<file path="src/include/dlintr_pkg.sv">
// Package of constants and types shared by the dual LIN mode-control block
package dlintr_pkg;

	// ----------------------------------------------------------------------
	// Clock and timing
	// ----------------------------------------------------------------------
	localparam int CLK_PERIOD_NS = 10;
	localparam int T_MODE_NS     = 10000;   // Enable-high to mode change
	localparam int T_LEAVE_NS    = 10000;   // Enable-low to sleep
	localparam int T_TO_REC_NS   = 10000;   // Both transmit inputs high to release
	localparam int MODE_CYC      = (T_MODE_NS + CLK_PERIOD_NS - 1) / CLK_PERIOD_NS;
	localparam int LEAVE_CYC     = (T_LEAVE_NS + CLK_PERIOD_NS - 1) / CLK_PERIOD_NS;
	localparam int TO_REC_CYC    = (T_TO_REC_NS + CLK_PERIOD_NS - 1) / CLK_PERIOD_NS;
	localparam int TMR_W         = 16;

	// ----------------------------------------------------------------------
	// Register map
	// ----------------------------------------------------------------------
	localparam int         ADDR_W     = 4;
	localparam int         DATA_W     = 8;
	localparam logic [3:0] ADDR_STAT  = 4'h0;
	localparam logic [3:0] ADDR_MASK  = 4'h1;
	localparam logic [3:0] ADDR_MODE  = 4'h2;
	localparam logic [7:0] MASK_RST   = 8'h00;
	localparam logic [7:0] STAT_RST   = 8'h00;

	// Status and mask bit positions
	localparam int ST_LOCAL_BIT  = 0;
	localparam int ST_LIN_LINE_ONE_BIT   = 1;
	localparam int ST_LIN_LINE_TWO_BIT   = 2;
	localparam int ST_NORMAL_BIT = 3;
	localparam int ST_SLEEP_BIT  = 4;
	localparam int NUM_EVT       = 5;

	// Synchroniser lanes and their idle levels
	localparam int         SYNC_W   = 7;
	localparam int         S_EN     = 0;
	localparam int         S_TX1    = 1;
	localparam int         S_TX2    = 2;
	localparam int         S_WAKE   = 3;
	localparam int         S_WDIS   = 4;
	localparam int         S_LINE1  = 5;
	localparam int         S_LINE2  = 6;
	localparam logic [6:0] SYNC_RST = 7'h68;

	// ----------------------------------------------------------------------
	// Types
	// ----------------------------------------------------------------------
	typedef enum logic [2:0] {
		ST_STANDBY   = 3'h0,
		ST_MODE_WAIT = 3'h1,
		ST_NORMAL    = 3'h3,
		ST_LEAVE     = 3'h2,
		ST_SLEEP     = 3'h6
	} dlintr_state_t;

	typedef enum logic [1:0] {
		WK_NONE  = 2'h0,
		WK_LOCAL = 2'h1,
		WK_LIN_LINE_ONE  = 2'h2,
		WK_LIN_LINE_TWO  = 2'h3
	} dlintr_wake_t;

endpackage : dlintr_pkg

</file>
<file path="src/verilog/dlintr_sync.sv">
// Two-stage synchroniser with edge pulses taken from the settled stage
`timescale 1ns/10ps
module dlintr_sync
	import dlintr_pkg::*;
#(
	parameter int         W       = SYNC_W,
	parameter logic [6:0] RST_VAL = SYNC_RST
) (
	input  wire logic         ref_clk_i,
	input  wire logic         sys_rst_i,
	input  wire logic [W-1:0] async_i,
	output logic      [W-1:0] sync_o,
	output logic      [W-1:0] rise_o,
	output logic      [W-1:0] fall_o
);

	logic [W-1:0] meta;
	logic [W-1:0] prev;

	// First stage feeds only the second stage
	always_ff @(posedge ref_clk_i or posedge sys_rst_i) begin
		if (sys_rst_i) begin
			meta   <= RST_VAL[W-1:0];
			sync_o <= RST_VAL[W-1:0];
			prev   <= RST_VAL[W-1:0];
		end else begin
			meta   <= async_i;
			sync_o <= meta;
			prev   <= sync_o;
		end
	end

	assign rise_o = sync_o & ~prev;
	assign fall_o = ~sync_o & prev;

endmodule : dlintr_sync

</file>
<file path="src/verilog/dlintr_timer.sv">
// Run-while-high counter that flags when a cycle count has been reached
`timescale 1ns/10ps
module dlintr_timer
	import dlintr_pkg::*;
#(
	parameter int COUNT = MODE_CYC
) (
	input  wire logic ref_clk_i,
	input  wire logic sys_rst_i,
	input  wire logic run_i,
	output logic      done_o
);

	localparam logic [TMR_W-1:0] LAST = TMR_W'(COUNT - 1);

	logic [TMR_W-1:0] cnt;

	// Any drop of run restarts the measurement from zero
	always_ff @(posedge ref_clk_i or posedge sys_rst_i) begin
		if (sys_rst_i) begin
			cnt    <= '0;
			done_o <= 1'b0;
		end else if (!run_i) begin
			cnt    <= '0;
			done_o <= 1'b0;
		end else if (cnt == LAST) begin
			done_o <= 1'b1;
		end else begin
			cnt <= cnt + TMR_W'(1);
		end
	end

endmodule : dlintr_timer

</file>
<file path="src/verilog/dlintr_ctrl.sv">
// Mode, wake and line control for a dual LIN physical-layer transceiver
//
// Overview of operation
// - Enable high moves the device to normal mode; enable idles low.
// - Local wake is active low and caught on its falling edge.
// - Transmit low in normal mode drives the channel's line dominant.
// - Transmit high releases the line recessive; receive then reads high unless another node holds the line dominant.
// - Receive output is low whenever its line is dominant in normal mode.
// - Wake-disable high masks channel two bus activity as a wake source.
// - One shared mode and sub-mode, chosen by enable and transmit one.
// - Stand-by, normal and sleep; normal has low slope, normal slope, flash.
// - Sleep floats inhibits and receive outputs and drops termination.
// - Inhibit outputs drive high in normal and stand-by.
// - Stand-by: receive one low after local or any bus wake.
// - Stand-by: receive two low only after channel two bus wake.
// - Stand-by after power-up without wake: receive one high.
// - Stand-by: strong pull-down on transmit one for local wake, else weak.
// - Normal mode: receive follows own line, line follows own transmit.
// - Transmit one level at mode change picks normal or low slope outside flash mode.
// - Wake indications clear on entry to normal mode.
// - Only the first wake event is captured until cleared.
`timescale 1ns/10ps
module dlintr_ctrl
	import dlintr_pkg::*;
#(
	parameter int MODE_CYCLES   = MODE_CYC,
	parameter int LEAVE_CYCLES  = LEAVE_CYC,
	parameter int TO_REC_CYCLES = TO_REC_CYC
) (
	input  wire logic              ref_clk_i,
	input  wire logic              sys_rst_i,
	// Host side
	input  wire logic              enable_i,
	input  wire logic              xmit_in_ch_one_i,
	input  wire logic              xmit_in_ch_two_i,
	input  wire logic              ch_two_wake_disable_i,
	output logic                   recv_out_ch_one_o,
	output logic                   recv_out_ch_one_oe_o,
	output logic                   recv_out_ch_two_o,
	output logic                   recv_out_ch_two_oe_o,
	output logic                   xmit_pd_strong_o,
	output logic                   xmit_pd_weak_o,
	// Wake and inhibit
	input  wire logic              local_wake_in_i,
	output logic                   inhibit_out_one_o,
	output logic                   inhibit_out_one_oe_o,
	output logic                   inhibit_out_two_o,
	output logic                   inhibit_out_two_oe_o,
	// LIN lines, open drain
	input  wire logic              lin_line_one_i,
	output logic                   lin_line_one_o,
	output logic                   lin_line_one_oe_o,
	input  wire logic              lin_line_two_i,
	output logic                   lin_line_two_o,
	output logic                   lin_line_two_oe_o,
	output logic                   term_on_o,
	output logic                   slope_normal_o,
	output logic                   flash_mode_o,
	// Register port
	input  wire logic [ADDR_W-1:0] addr_i,
	input  wire logic [DATA_W-1:0] wdata_i,
	input  wire logic              wr_i,
	input  wire logic              rd_i,
	output logic      [DATA_W-1:0] rdata_o,
	output logic                   irq_o
);

	// ----------------------------------------------------------------------
	// Input synchronisation
	// ----------------------------------------------------------------------
	logic [SYNC_W-1:0] pins;
	logic [SYNC_W-1:0] syn;
	logic [SYNC_W-1:0] rise;
	logic [SYNC_W-1:0] fall;

	assign pins = {lin_line_two_i, lin_line_one_i, ch_two_wake_disable_i,
		local_wake_in_i, xmit_in_ch_two_i, xmit_in_ch_one_i, enable_i};

	dlintr_sync #(
		.W       (SYNC_W),
		.RST_VAL (SYNC_RST)
	) u_sync (
		.ref_clk_i (ref_clk_i),
		.sys_rst_i (sys_rst_i),
		.async_i   (pins),
		.sync_o    (syn),
		.rise_o    (rise),
		.fall_o    (fall)
	);

	logic en;
	logic tx1;
	logic tx2;
	assign en  = syn[S_EN];
	assign tx1 = syn[S_TX1];
	assign tx2 = syn[S_TX2];

	// ----------------------------------------------------------------------
	// Mode timers
	// ----------------------------------------------------------------------
	dlintr_state_t state;
	dlintr_state_t next_state;
	logic          mode_done;
	logic          leave_done;
	logic          rec_done;
	logic          released;

	dlintr_timer #(
		.COUNT (MODE_CYCLES)
	) u_mode_tmr (
		.ref_clk_i (ref_clk_i),
		.sys_rst_i (sys_rst_i),
		.run_i     (state == ST_MODE_WAIT),
		.done_o    (mode_done)
	);

	dlintr_timer #(
		.COUNT (LEAVE_CYCLES)
	) u_leave_tmr (
		.ref_clk_i (ref_clk_i),
		.sys_rst_i (sys_rst_i),
		.run_i     (state == ST_LEAVE),
		.done_o    (leave_done)
	);

	// After any mode change the drivers stay recessive until both
	// transmit inputs have been high long enough
	dlintr_timer #(
		.COUNT (TO_REC_CYCLES)
	) u_rec_tmr (
		.ref_clk_i (ref_clk_i),
		.sys_rst_i (sys_rst_i),
		.run_i     (state == ST_NORMAL && tx1 && tx2 && !released),
		.done_o    (rec_done)
	);

	// ----------------------------------------------------------------------
	// Wake detection
	// ----------------------------------------------------------------------
	logic         wake_window;
	logic         ev_local;
	logic         ev_lin_line_one;
	logic         ev_lin_line_two;
	logic         wake_any;
	dlintr_wake_t wake_src;
	logic         enter_normal;

	assign wake_window = (state == ST_SLEEP) || (state == ST_STANDBY);
	assign ev_local = wake_window && fall[S_WAKE];
	// A bus wake is the dominant-to-recessive release of the line
	assign ev_lin_line_one  = wake_window && rise[S_LINE1];
	assign ev_lin_line_two  = wake_window && rise[S_LINE2] && !syn[S_WDIS];
	assign wake_any = ev_local || ev_lin_line_one || ev_lin_line_two;
	assign enter_normal = (next_state == ST_NORMAL) && (state == ST_MODE_WAIT);

	// ----------------------------------------------------------------------
	// Mode state machine
	// ----------------------------------------------------------------------
	always_comb begin
		next_state = state;
		case (state)
			ST_STANDBY: begin
				if (en) begin
					next_state = ST_MODE_WAIT;
				end
			end
			ST_MODE_WAIT: begin
				if (!en) begin
					next_state = ST_STANDBY;
				end else if (mode_done) begin
					next_state = ST_NORMAL;
				end
			end
			ST_NORMAL: begin
				if (!en) begin
					next_state = ST_LEAVE;
				end
			end
			ST_LEAVE: begin
				if (en) begin
					next_state = ST_NORMAL;
				end else if (leave_done) begin
					next_state = ST_SLEEP;
				end
			end
			ST_SLEEP: begin
				if (wake_any) begin
					next_state = ST_STANDBY;
				end else if (en) begin
					next_state = ST_MODE_WAIT;
				end
			end
			default: begin
				next_state = ST_STANDBY;
			end
		endcase
	end

	// Power-up lands in stand-by
	always_ff @(posedge ref_clk_i or posedge sys_rst_i) begin
		if (sys_rst_i) begin
			state <= ST_STANDBY;
		end else begin
			state <= next_state;
		end
	end

	// ----------------------------------------------------------------------
	// Sub-mode selection, shared by both channels
	// ----------------------------------------------------------------------
	logic fl_fall_seen;
	logic fl_seq_done;
	logic slope_normal;
	logic flash_mode;

	// Flash toggles on a fall then rise of transmit one during a short
	// enable-low gap; a gap longer than the leave time goes to sleep
	always_ff @(posedge ref_clk_i or posedge sys_rst_i) begin
		if (sys_rst_i) begin
			fl_fall_seen <= 1'b0;
			fl_seq_done  <= 1'b0;
		end else if (state != ST_LEAVE) begin
			fl_fall_seen <= 1'b0;
			fl_seq_done  <= 1'b0;
		end else begin
			if (fall[S_TX1]) begin
				fl_fall_seen <= 1'b1;
			end
			if (fl_fall_seen && rise[S_TX1]) begin
				fl_seq_done <= 1'b1;
			end
		end
	end

	// Sub-mode survives sleep so that flash resumes on the next enable
	always_ff @(posedge ref_clk_i or posedge sys_rst_i) begin
		if (sys_rst_i) begin
			slope_normal <= 1'b0;
			flash_mode   <= 1'b0;
		end else if (enter_normal && !flash_mode) begin
			slope_normal <= tx1;
		end else if (state == ST_LEAVE && en && fl_seq_done) begin
			flash_mode <= !flash_mode;
		end
	end

	always_ff @(posedge ref_clk_i or posedge sys_rst_i) begin
		if (sys_rst_i) begin
			released <= 1'b0;
		end else if (state != ST_NORMAL || next_state != ST_NORMAL) begin
			released <= 1'b0;
		end else if (rec_done) begin
			released <= 1'b1;
		end
	end

	// ----------------------------------------------------------------------
	// Wake source capture
	// ----------------------------------------------------------------------
	always_ff @(posedge ref_clk_i or posedge sys_rst_i) begin
		if (sys_rst_i) begin
			wake_src <= WK_NONE;
		end else if (enter_normal) begin
			wake_src <= WK_NONE;
		end else if (wake_src == WK_NONE) begin
			if (ev_local) begin
				wake_src <= WK_LOCAL;
			end else if (ev_lin_line_one) begin
				wake_src <= WK_LIN_LINE_ONE;
			end else if (ev_lin_line_two) begin
				wake_src <= WK_LIN_LINE_TWO;
			end
		end
	end

	// ----------------------------------------------------------------------
	// Pin drive, all registered
	// ----------------------------------------------------------------------
	logic comm;
	logic asleep;
	assign comm   = (state == ST_NORMAL) || (state == ST_LEAVE);
	assign asleep = (state == ST_SLEEP);

	always_ff @(posedge ref_clk_i or posedge sys_rst_i) begin
		if (sys_rst_i) begin
			lin_line_one_o    <= 1'b0;
			lin_line_two_o    <= 1'b0;
			lin_line_one_oe_o <= 1'b0;
			lin_line_two_oe_o <= 1'b0;
		end else begin
			lin_line_one_o    <= 1'b0;
			lin_line_two_o    <= 1'b0;
			lin_line_one_oe_o <= (state == ST_NORMAL) && released && !tx1;
			lin_line_two_oe_o <= (state == ST_NORMAL) && released && !tx2;
		end
	end

	always_ff @(posedge ref_clk_i or posedge sys_rst_i) begin
		if (sys_rst_i) begin
			recv_out_ch_one_o    <= 1'b1;
			recv_out_ch_two_o    <= 1'b1;
			recv_out_ch_one_oe_o <= 1'b0;
			recv_out_ch_two_oe_o <= 1'b0;
		end else begin
			recv_out_ch_one_oe_o <= !asleep;
			recv_out_ch_two_oe_o <= !asleep;
			if (comm) begin
				recv_out_ch_one_o <= syn[S_LINE1];
				recv_out_ch_two_o <= syn[S_LINE2];
			end else begin
				recv_out_ch_one_o <= (wake_src == WK_NONE);
				recv_out_ch_two_o <= (wake_src != WK_LIN_LINE_TWO);
			end
		end
	end

	always_ff @(posedge ref_clk_i or posedge sys_rst_i) begin
		if (sys_rst_i) begin
			xmit_pd_strong_o <= 1'b0;
			xmit_pd_weak_o   <= 1'b0;
		end else begin
			xmit_pd_strong_o <= !comm && !asleep && (wake_src == WK_LOCAL);
			xmit_pd_weak_o   <= !comm && !asleep && (wake_src != WK_LOCAL);
		end
	end

	always_ff @(posedge ref_clk_i or posedge sys_rst_i) begin
		if (sys_rst_i) begin
			inhibit_out_one_o    <= 1'b0;
			inhibit_out_two_o    <= 1'b0;
			inhibit_out_one_oe_o <= 1'b0;
			inhibit_out_two_oe_o <= 1'b0;
			term_on_o            <= 1'b0;
			slope_normal_o       <= 1'b0;
			flash_mode_o         <= 1'b0;
		end else begin
			inhibit_out_one_o    <= !asleep;
			inhibit_out_two_o    <= !asleep;
			inhibit_out_one_oe_o <= !asleep;
			inhibit_out_two_oe_o <= !asleep;
			term_on_o            <= !asleep;
			slope_normal_o       <= slope_normal;
			flash_mode_o         <= flash_mode;
		end
	end

	// ----------------------------------------------------------------------
	// Registers and interrupt
	// ----------------------------------------------------------------------
	logic [NUM_EVT-1:0] evt;
	logic [DATA_W-1:0]  status;
	logic [DATA_W-1:0]  mask;
	logic               rd_stat;

	assign evt[ST_LOCAL_BIT]  = ev_local && (wake_src == WK_NONE);
	assign evt[ST_LIN_LINE_ONE_BIT]   = ev_lin_line_one && !ev_local && (wake_src == WK_NONE);
	assign evt[ST_LIN_LINE_TWO_BIT]   = ev_lin_line_two && !ev_local && !ev_lin_line_one && (wake_src == WK_NONE);
	assign evt[ST_NORMAL_BIT] = enter_normal;
	assign evt[ST_SLEEP_BIT]  = (next_state == ST_SLEEP) && (state == ST_LEAVE);
	assign rd_stat = rd_i && (addr_i == ADDR_STAT);

	// A read clears the sticky bits, but an event in the same cycle stays
	genvar g;
	generate
		for (g = 0; g < DATA_W; g++) begin : g_stat
			if (g < NUM_EVT) begin : g_live
				always_ff @(posedge ref_clk_i or posedge sys_rst_i) begin
					if (sys_rst_i) begin
						status[g] <= STAT_RST[g];
					end else if (evt[g]) begin
						status[g] <= 1'b1;
					end else if (rd_stat) begin
						status[g] <= 1'b0;
					end
				end
			end else begin : g_zero
				assign status[g] = 1'b0;
			end
		end
	endgenerate

	always_ff @(posedge ref_clk_i or posedge sys_rst_i) begin
		if (sys_rst_i) begin
			mask <= MASK_RST;
		end else if (wr_i && addr_i == ADDR_MASK) begin
			mask <= wdata_i;
		end
	end

	always_ff @(posedge ref_clk_i or posedge sys_rst_i) begin
		if (sys_rst_i) begin
			rdata_o <= '0;
		end else if (rd_i) begin
			case (addr_i)
				ADDR_STAT: rdata_o <= status;
				ADDR_MASK: rdata_o <= mask;
				ADDR_MODE: rdata_o <= {released, flash_mode, slope_normal, wake_src, state};
				default:   rdata_o <= '0;
			endcase
		end else begin
			rdata_o <= '0;
		end
	end

	always_ff @(posedge ref_clk_i or posedge sys_rst_i) begin
		if (sys_rst_i) begin
			irq_o <= 1'b0;
		end else begin
			irq_o <= |(status & mask);
		end
	end

endmodule : dlintr_ctrl

</file>
<file path="config.mk">
export PLATFORM = sky130hd
export DESIGN_NAME = dlintr_ctrl
export DESIGN_NICKNAME = d
export VERILOG_FILES = /design/src/include/dlintr_pkg.sv /design/src/verilog/dlintr_sync.sv /design/src/verilog/dlintr_timer.sv /design/src/verilog/dlintr_ctrl.sv
export SDC_FILE = /design/constraint.sdc
export NUM_CORES = 1
export LEC_CHECK = 0
export ABC_AREA = 1
export CORE_MARGIN = 8
export CORE_UTILIZATION = 45
export DETAILED_ROUTE_END_ITERATION = 6
export DONT_BUFFER_PORTS = 1
export GPL_ROUTABILITY_DRIVEN = 0
export HOLD_SLACK_MARGIN = 0.03
export SLEW_MARGIN = 20
export SYNTH_ARGS = -nofsm -noshare
export SYNTH_HDL_FRONTEND = slang
export SYNTH_SLANG_ARGS = --single-unit
</file>
<file path="constraint.sdc">
create_clock -name ref_clk_i -period 4.9 [get_ports ref_clk_i]
set_input_delay 0.98 -clock ref_clk_i [delete_from_list [all_inputs] [get_ports ref_clk_i]]
set_output_delay 0.98 -clock ref_clk_i [all_outputs]
set_load 0.1 [all_outputs]
</file>
==> qor.csv <==
metric,value,unit
status,"complete, no violations",
total power,0.00195,W
Vias,3793,
"Seq/Total Area, Yosys",0.548,
Detailed Routing Iterations Pass 1,4,
CTS max path bufs,2,
Max IR drop VDD,225,µV
min-delay worst type,reg -> reg,
internal power,0.00126,W
CP max FO,5,
initial antenna violation count,0,
Setup CP Type,reg -> out,
initial core utilization,0.464,
post-cts gate resize count,0,
GRT overflow,0,
# IOs,49,
Ant. Diodes,0,
Power Dens Cells,364,nW/µm²
Layout fillers,1016,
FF/Latch Area,2770,µm²
worst skew pair latency,0.38,ns
fmax,368,MHz
area share of the largest cell type after synthesis,0.491,
drt drc,0,
clock sinks,110,
Core Area,10900,µm²
Seq pwr share,0.623,
"Slowest-stage cell, CP",dfrtp_4,
die span in y,122,µm
pin count of the biggest net entering global routing,71,
NetSw,0.000687,W
Via density,5.09,
Num CTS Buffers,9,
Total Negative Setup Slacks,0,ns
Top Family by Delay on Critical Path,flip-flops,
clk root buf,clkbuf_8,
slew margin rel.,0.412,
worst path cell trace,buf_16,
reg2reg setup slack,3.15,ns
Post-Synthesis Cells,598,
combinational share of power,0.113,
Worst EP arrival,1.74,ns
fin crit period,2.72,ns
Cell variety after synth,37,
largest area contributor in the netlist,dfrtp_1,
Yosys reg bits,110,
footprint of the multi-input gates,1910,µm²
CP endpoint kind,primary output,
switching share of power,0.352,
Die Width,122,µm
hold_sp,u_sync.meta[1],
first-pass GRT wire length,17.1,mm
Buf/Inv on CP,1,
Clock Power Share,0.264,
worst r2r src,state[2],
Post-synth EDFFs,0,
CP required,3.92,ns
worst-margin pin slew,0.883,ns
postcts setup bufs,0,
final-report max-slew violation count,0,
Routed Antenna Nets,0,
All-Layer GR Usage,0.142,
period utilization,0.554,
setup violators final,0,
Port Buffer Count,0,
Critical R2R Capture,u_mode_tmr.cnt[0],
hold path endpoint,u_sync.sync_o[1],
cells on worst reg2reg path,7,
max_cap viols,0,
Synth Warn #,0,
"CTS clk-pin slew, worst paths",0.10,ns
"Largest stage delay, worst path",0.84,ns
RSZ-0062 raised after global routing,false,
vias in the first global route,3725,
H-tree depth,3,
"Cell Area, Synth",5050,µm²
top_reg_cell synth,dfrtp_1,
DRT iter0 DRCs,230,
Leak,2.46,nW
CTS tree,yes,
asr flop ratio synth,1.00,
Mean Syn Cell Area,8.44,µm²
Hold Buf Count CTS,0,
Post-DP HPWL,7.17,mm
Synth area leaders,"dfrtp_1, nand2_1, dfstp_2",
die area,14900,µm²
clock skew,0.00932,ns
hold-critical path depth,0,
num rows,38,
final hold vios,0,
Routed WL,9.72,mm
area grow syn2layout,6.25,%
Finished Core Util,0.493,
routed length per instance,13.0,µm
layout cell share with drive strength beyond 1,0.0959,
final layout net count,626,
Critical Path Source Type,flip-flop,
[layout make-up]
type,instances,share of cell area
multi-input combinational,401,0.356
inverter,76,0.0539
timing repair buffer,2,0.00653
tap,140,0.0327
sequential,110,0.516
clock buffer,10,0.0257
clock inverter,6,0.00840
[cell usage after synthesis, types with 7 or more instances]
cell type,count
nand4_1,12
inv_1,69
dfrtp_1,99
o21ai_0,17
nor3_1,18
nor2_1,67
a21oi_1,27
dfstp_2,11
o21ai_1,16
nor2_2,7
buf_4,9
nand2_1,145
nand3_1,52
[layout by cell type (no fill, tap or decap), types with 2 or more instances in the layout]
cell type and instances:
nand2_2 3, ha_1 3, dfrtp_1 98, conb_1 2
inv_6 2, a31oi_1 4, clkinv_4 2, nand4_1 12
o211ai_1 5, clkbuf_8 10, nor2_1 67, xnor2_1 2
nand3_2 3, dfstp_2 11, inv_2 6, nor3_1 18
clkinv_2 3, inv_1 68, nor2_4 2, xor2_1 6
a21oi_1 27, nand2_1 145, nor2_2 7, o21ai_1 16
o21ai_0 17, nand3_1 52
[layer usage]
metal	vias up	GRT usage	part of all wire
met1	1776	0.182	0.48
met2	85	0.221	0.45
li1	1928	-	-
met3	4	0.0514	0.062
met5	-	0	0
met4	0	0.0401	0.0049
[worst max path at each step]
| stage | end | startpoint | cells past startpoint | slack, ns |
|---|---|---|---|---|
| 2_1_floorplan | fl_fall_seen | sys_rst_i | 1 | 1.04 |
| 5_1_grt | recv_out_ch_two_oe_o | term_on_o | 1 | 2.12 |
| 3_3_place_gp | recv_out_ch_two_oe_o | term_on_o | 1 | 2.59 |
| 3_5_place_dp | mask[5] | addr_i[3] | 6 | 2.57 |
| 6_report | recv_out_ch_two_oe_o | term_on_o | 1 | 2.18 |
| 4_1_cts | recv_out_ch_two_oe_o | term_on_o | 1 | 2.16 |
[state kept, by name (all words and copies together) (netlist names), 2 cells and up]
signal	flops
u_leave_tmr.cnt	16
u_mode_tmr.cnt	16
u_rec_tmr.cnt	16
mask	8
rdata_o	8
u_sync.meta	7
u_sync.sync_o	7
status	5
u_sync.prev	4
state	3
wake_src	2
[power groups by stage]
stage | sequential, W | combinational (W) | clock [W]
after global placement | 0.00123 | 0.000219 | 0
after CTS | 0.00122 | 0.000225 | 0.000542
final | 0.00122 | 0.000221 | 0.000515
after global routing | 0.00123 | 0.000261 | 0.000575
after detailed placement | 0.00123 | 0.000225 | 0
after floorplan | 0.00122 | 0.000184 | 0
[logic make-up (layout without fill, tap and decap cells)]
family,Yosys count,count (layout),share of synthesized area
buffers and inverters,88,94,0.0741
adder cells (fa/ha/maj),3,3,0.00744
XOR/XNOR,8,8,0.0139
AND/OR/NAND/NOR,315,315,0.276
flip-flops,110,110,0.548
other,1,2,0.000743
AO/OA/AOI/OAI,73,73,0.0796
[metrics by stage]
| stage | instances | cell area, µm² | hold WS (ns) | setup WS (ns) |
|---|---|---|---|---|
| after floorplan | 599 | 5050 | 0.331 | 1.04 |
| after global placement | 729 | 5180 | 0.332 | 2.59 |
| after detailed placement | 729 | 5180 | 0.336 | 2.57 |
| after CTS | 745 | 5360 | 0.362 | 2.16 |
| after global routing | 745 | 5360 | 0.365 | 2.12 |
| final | 745 | 5360 | 0.357 | 2.18 |
No activity file was read; power rests on OpenSTA's default activity.
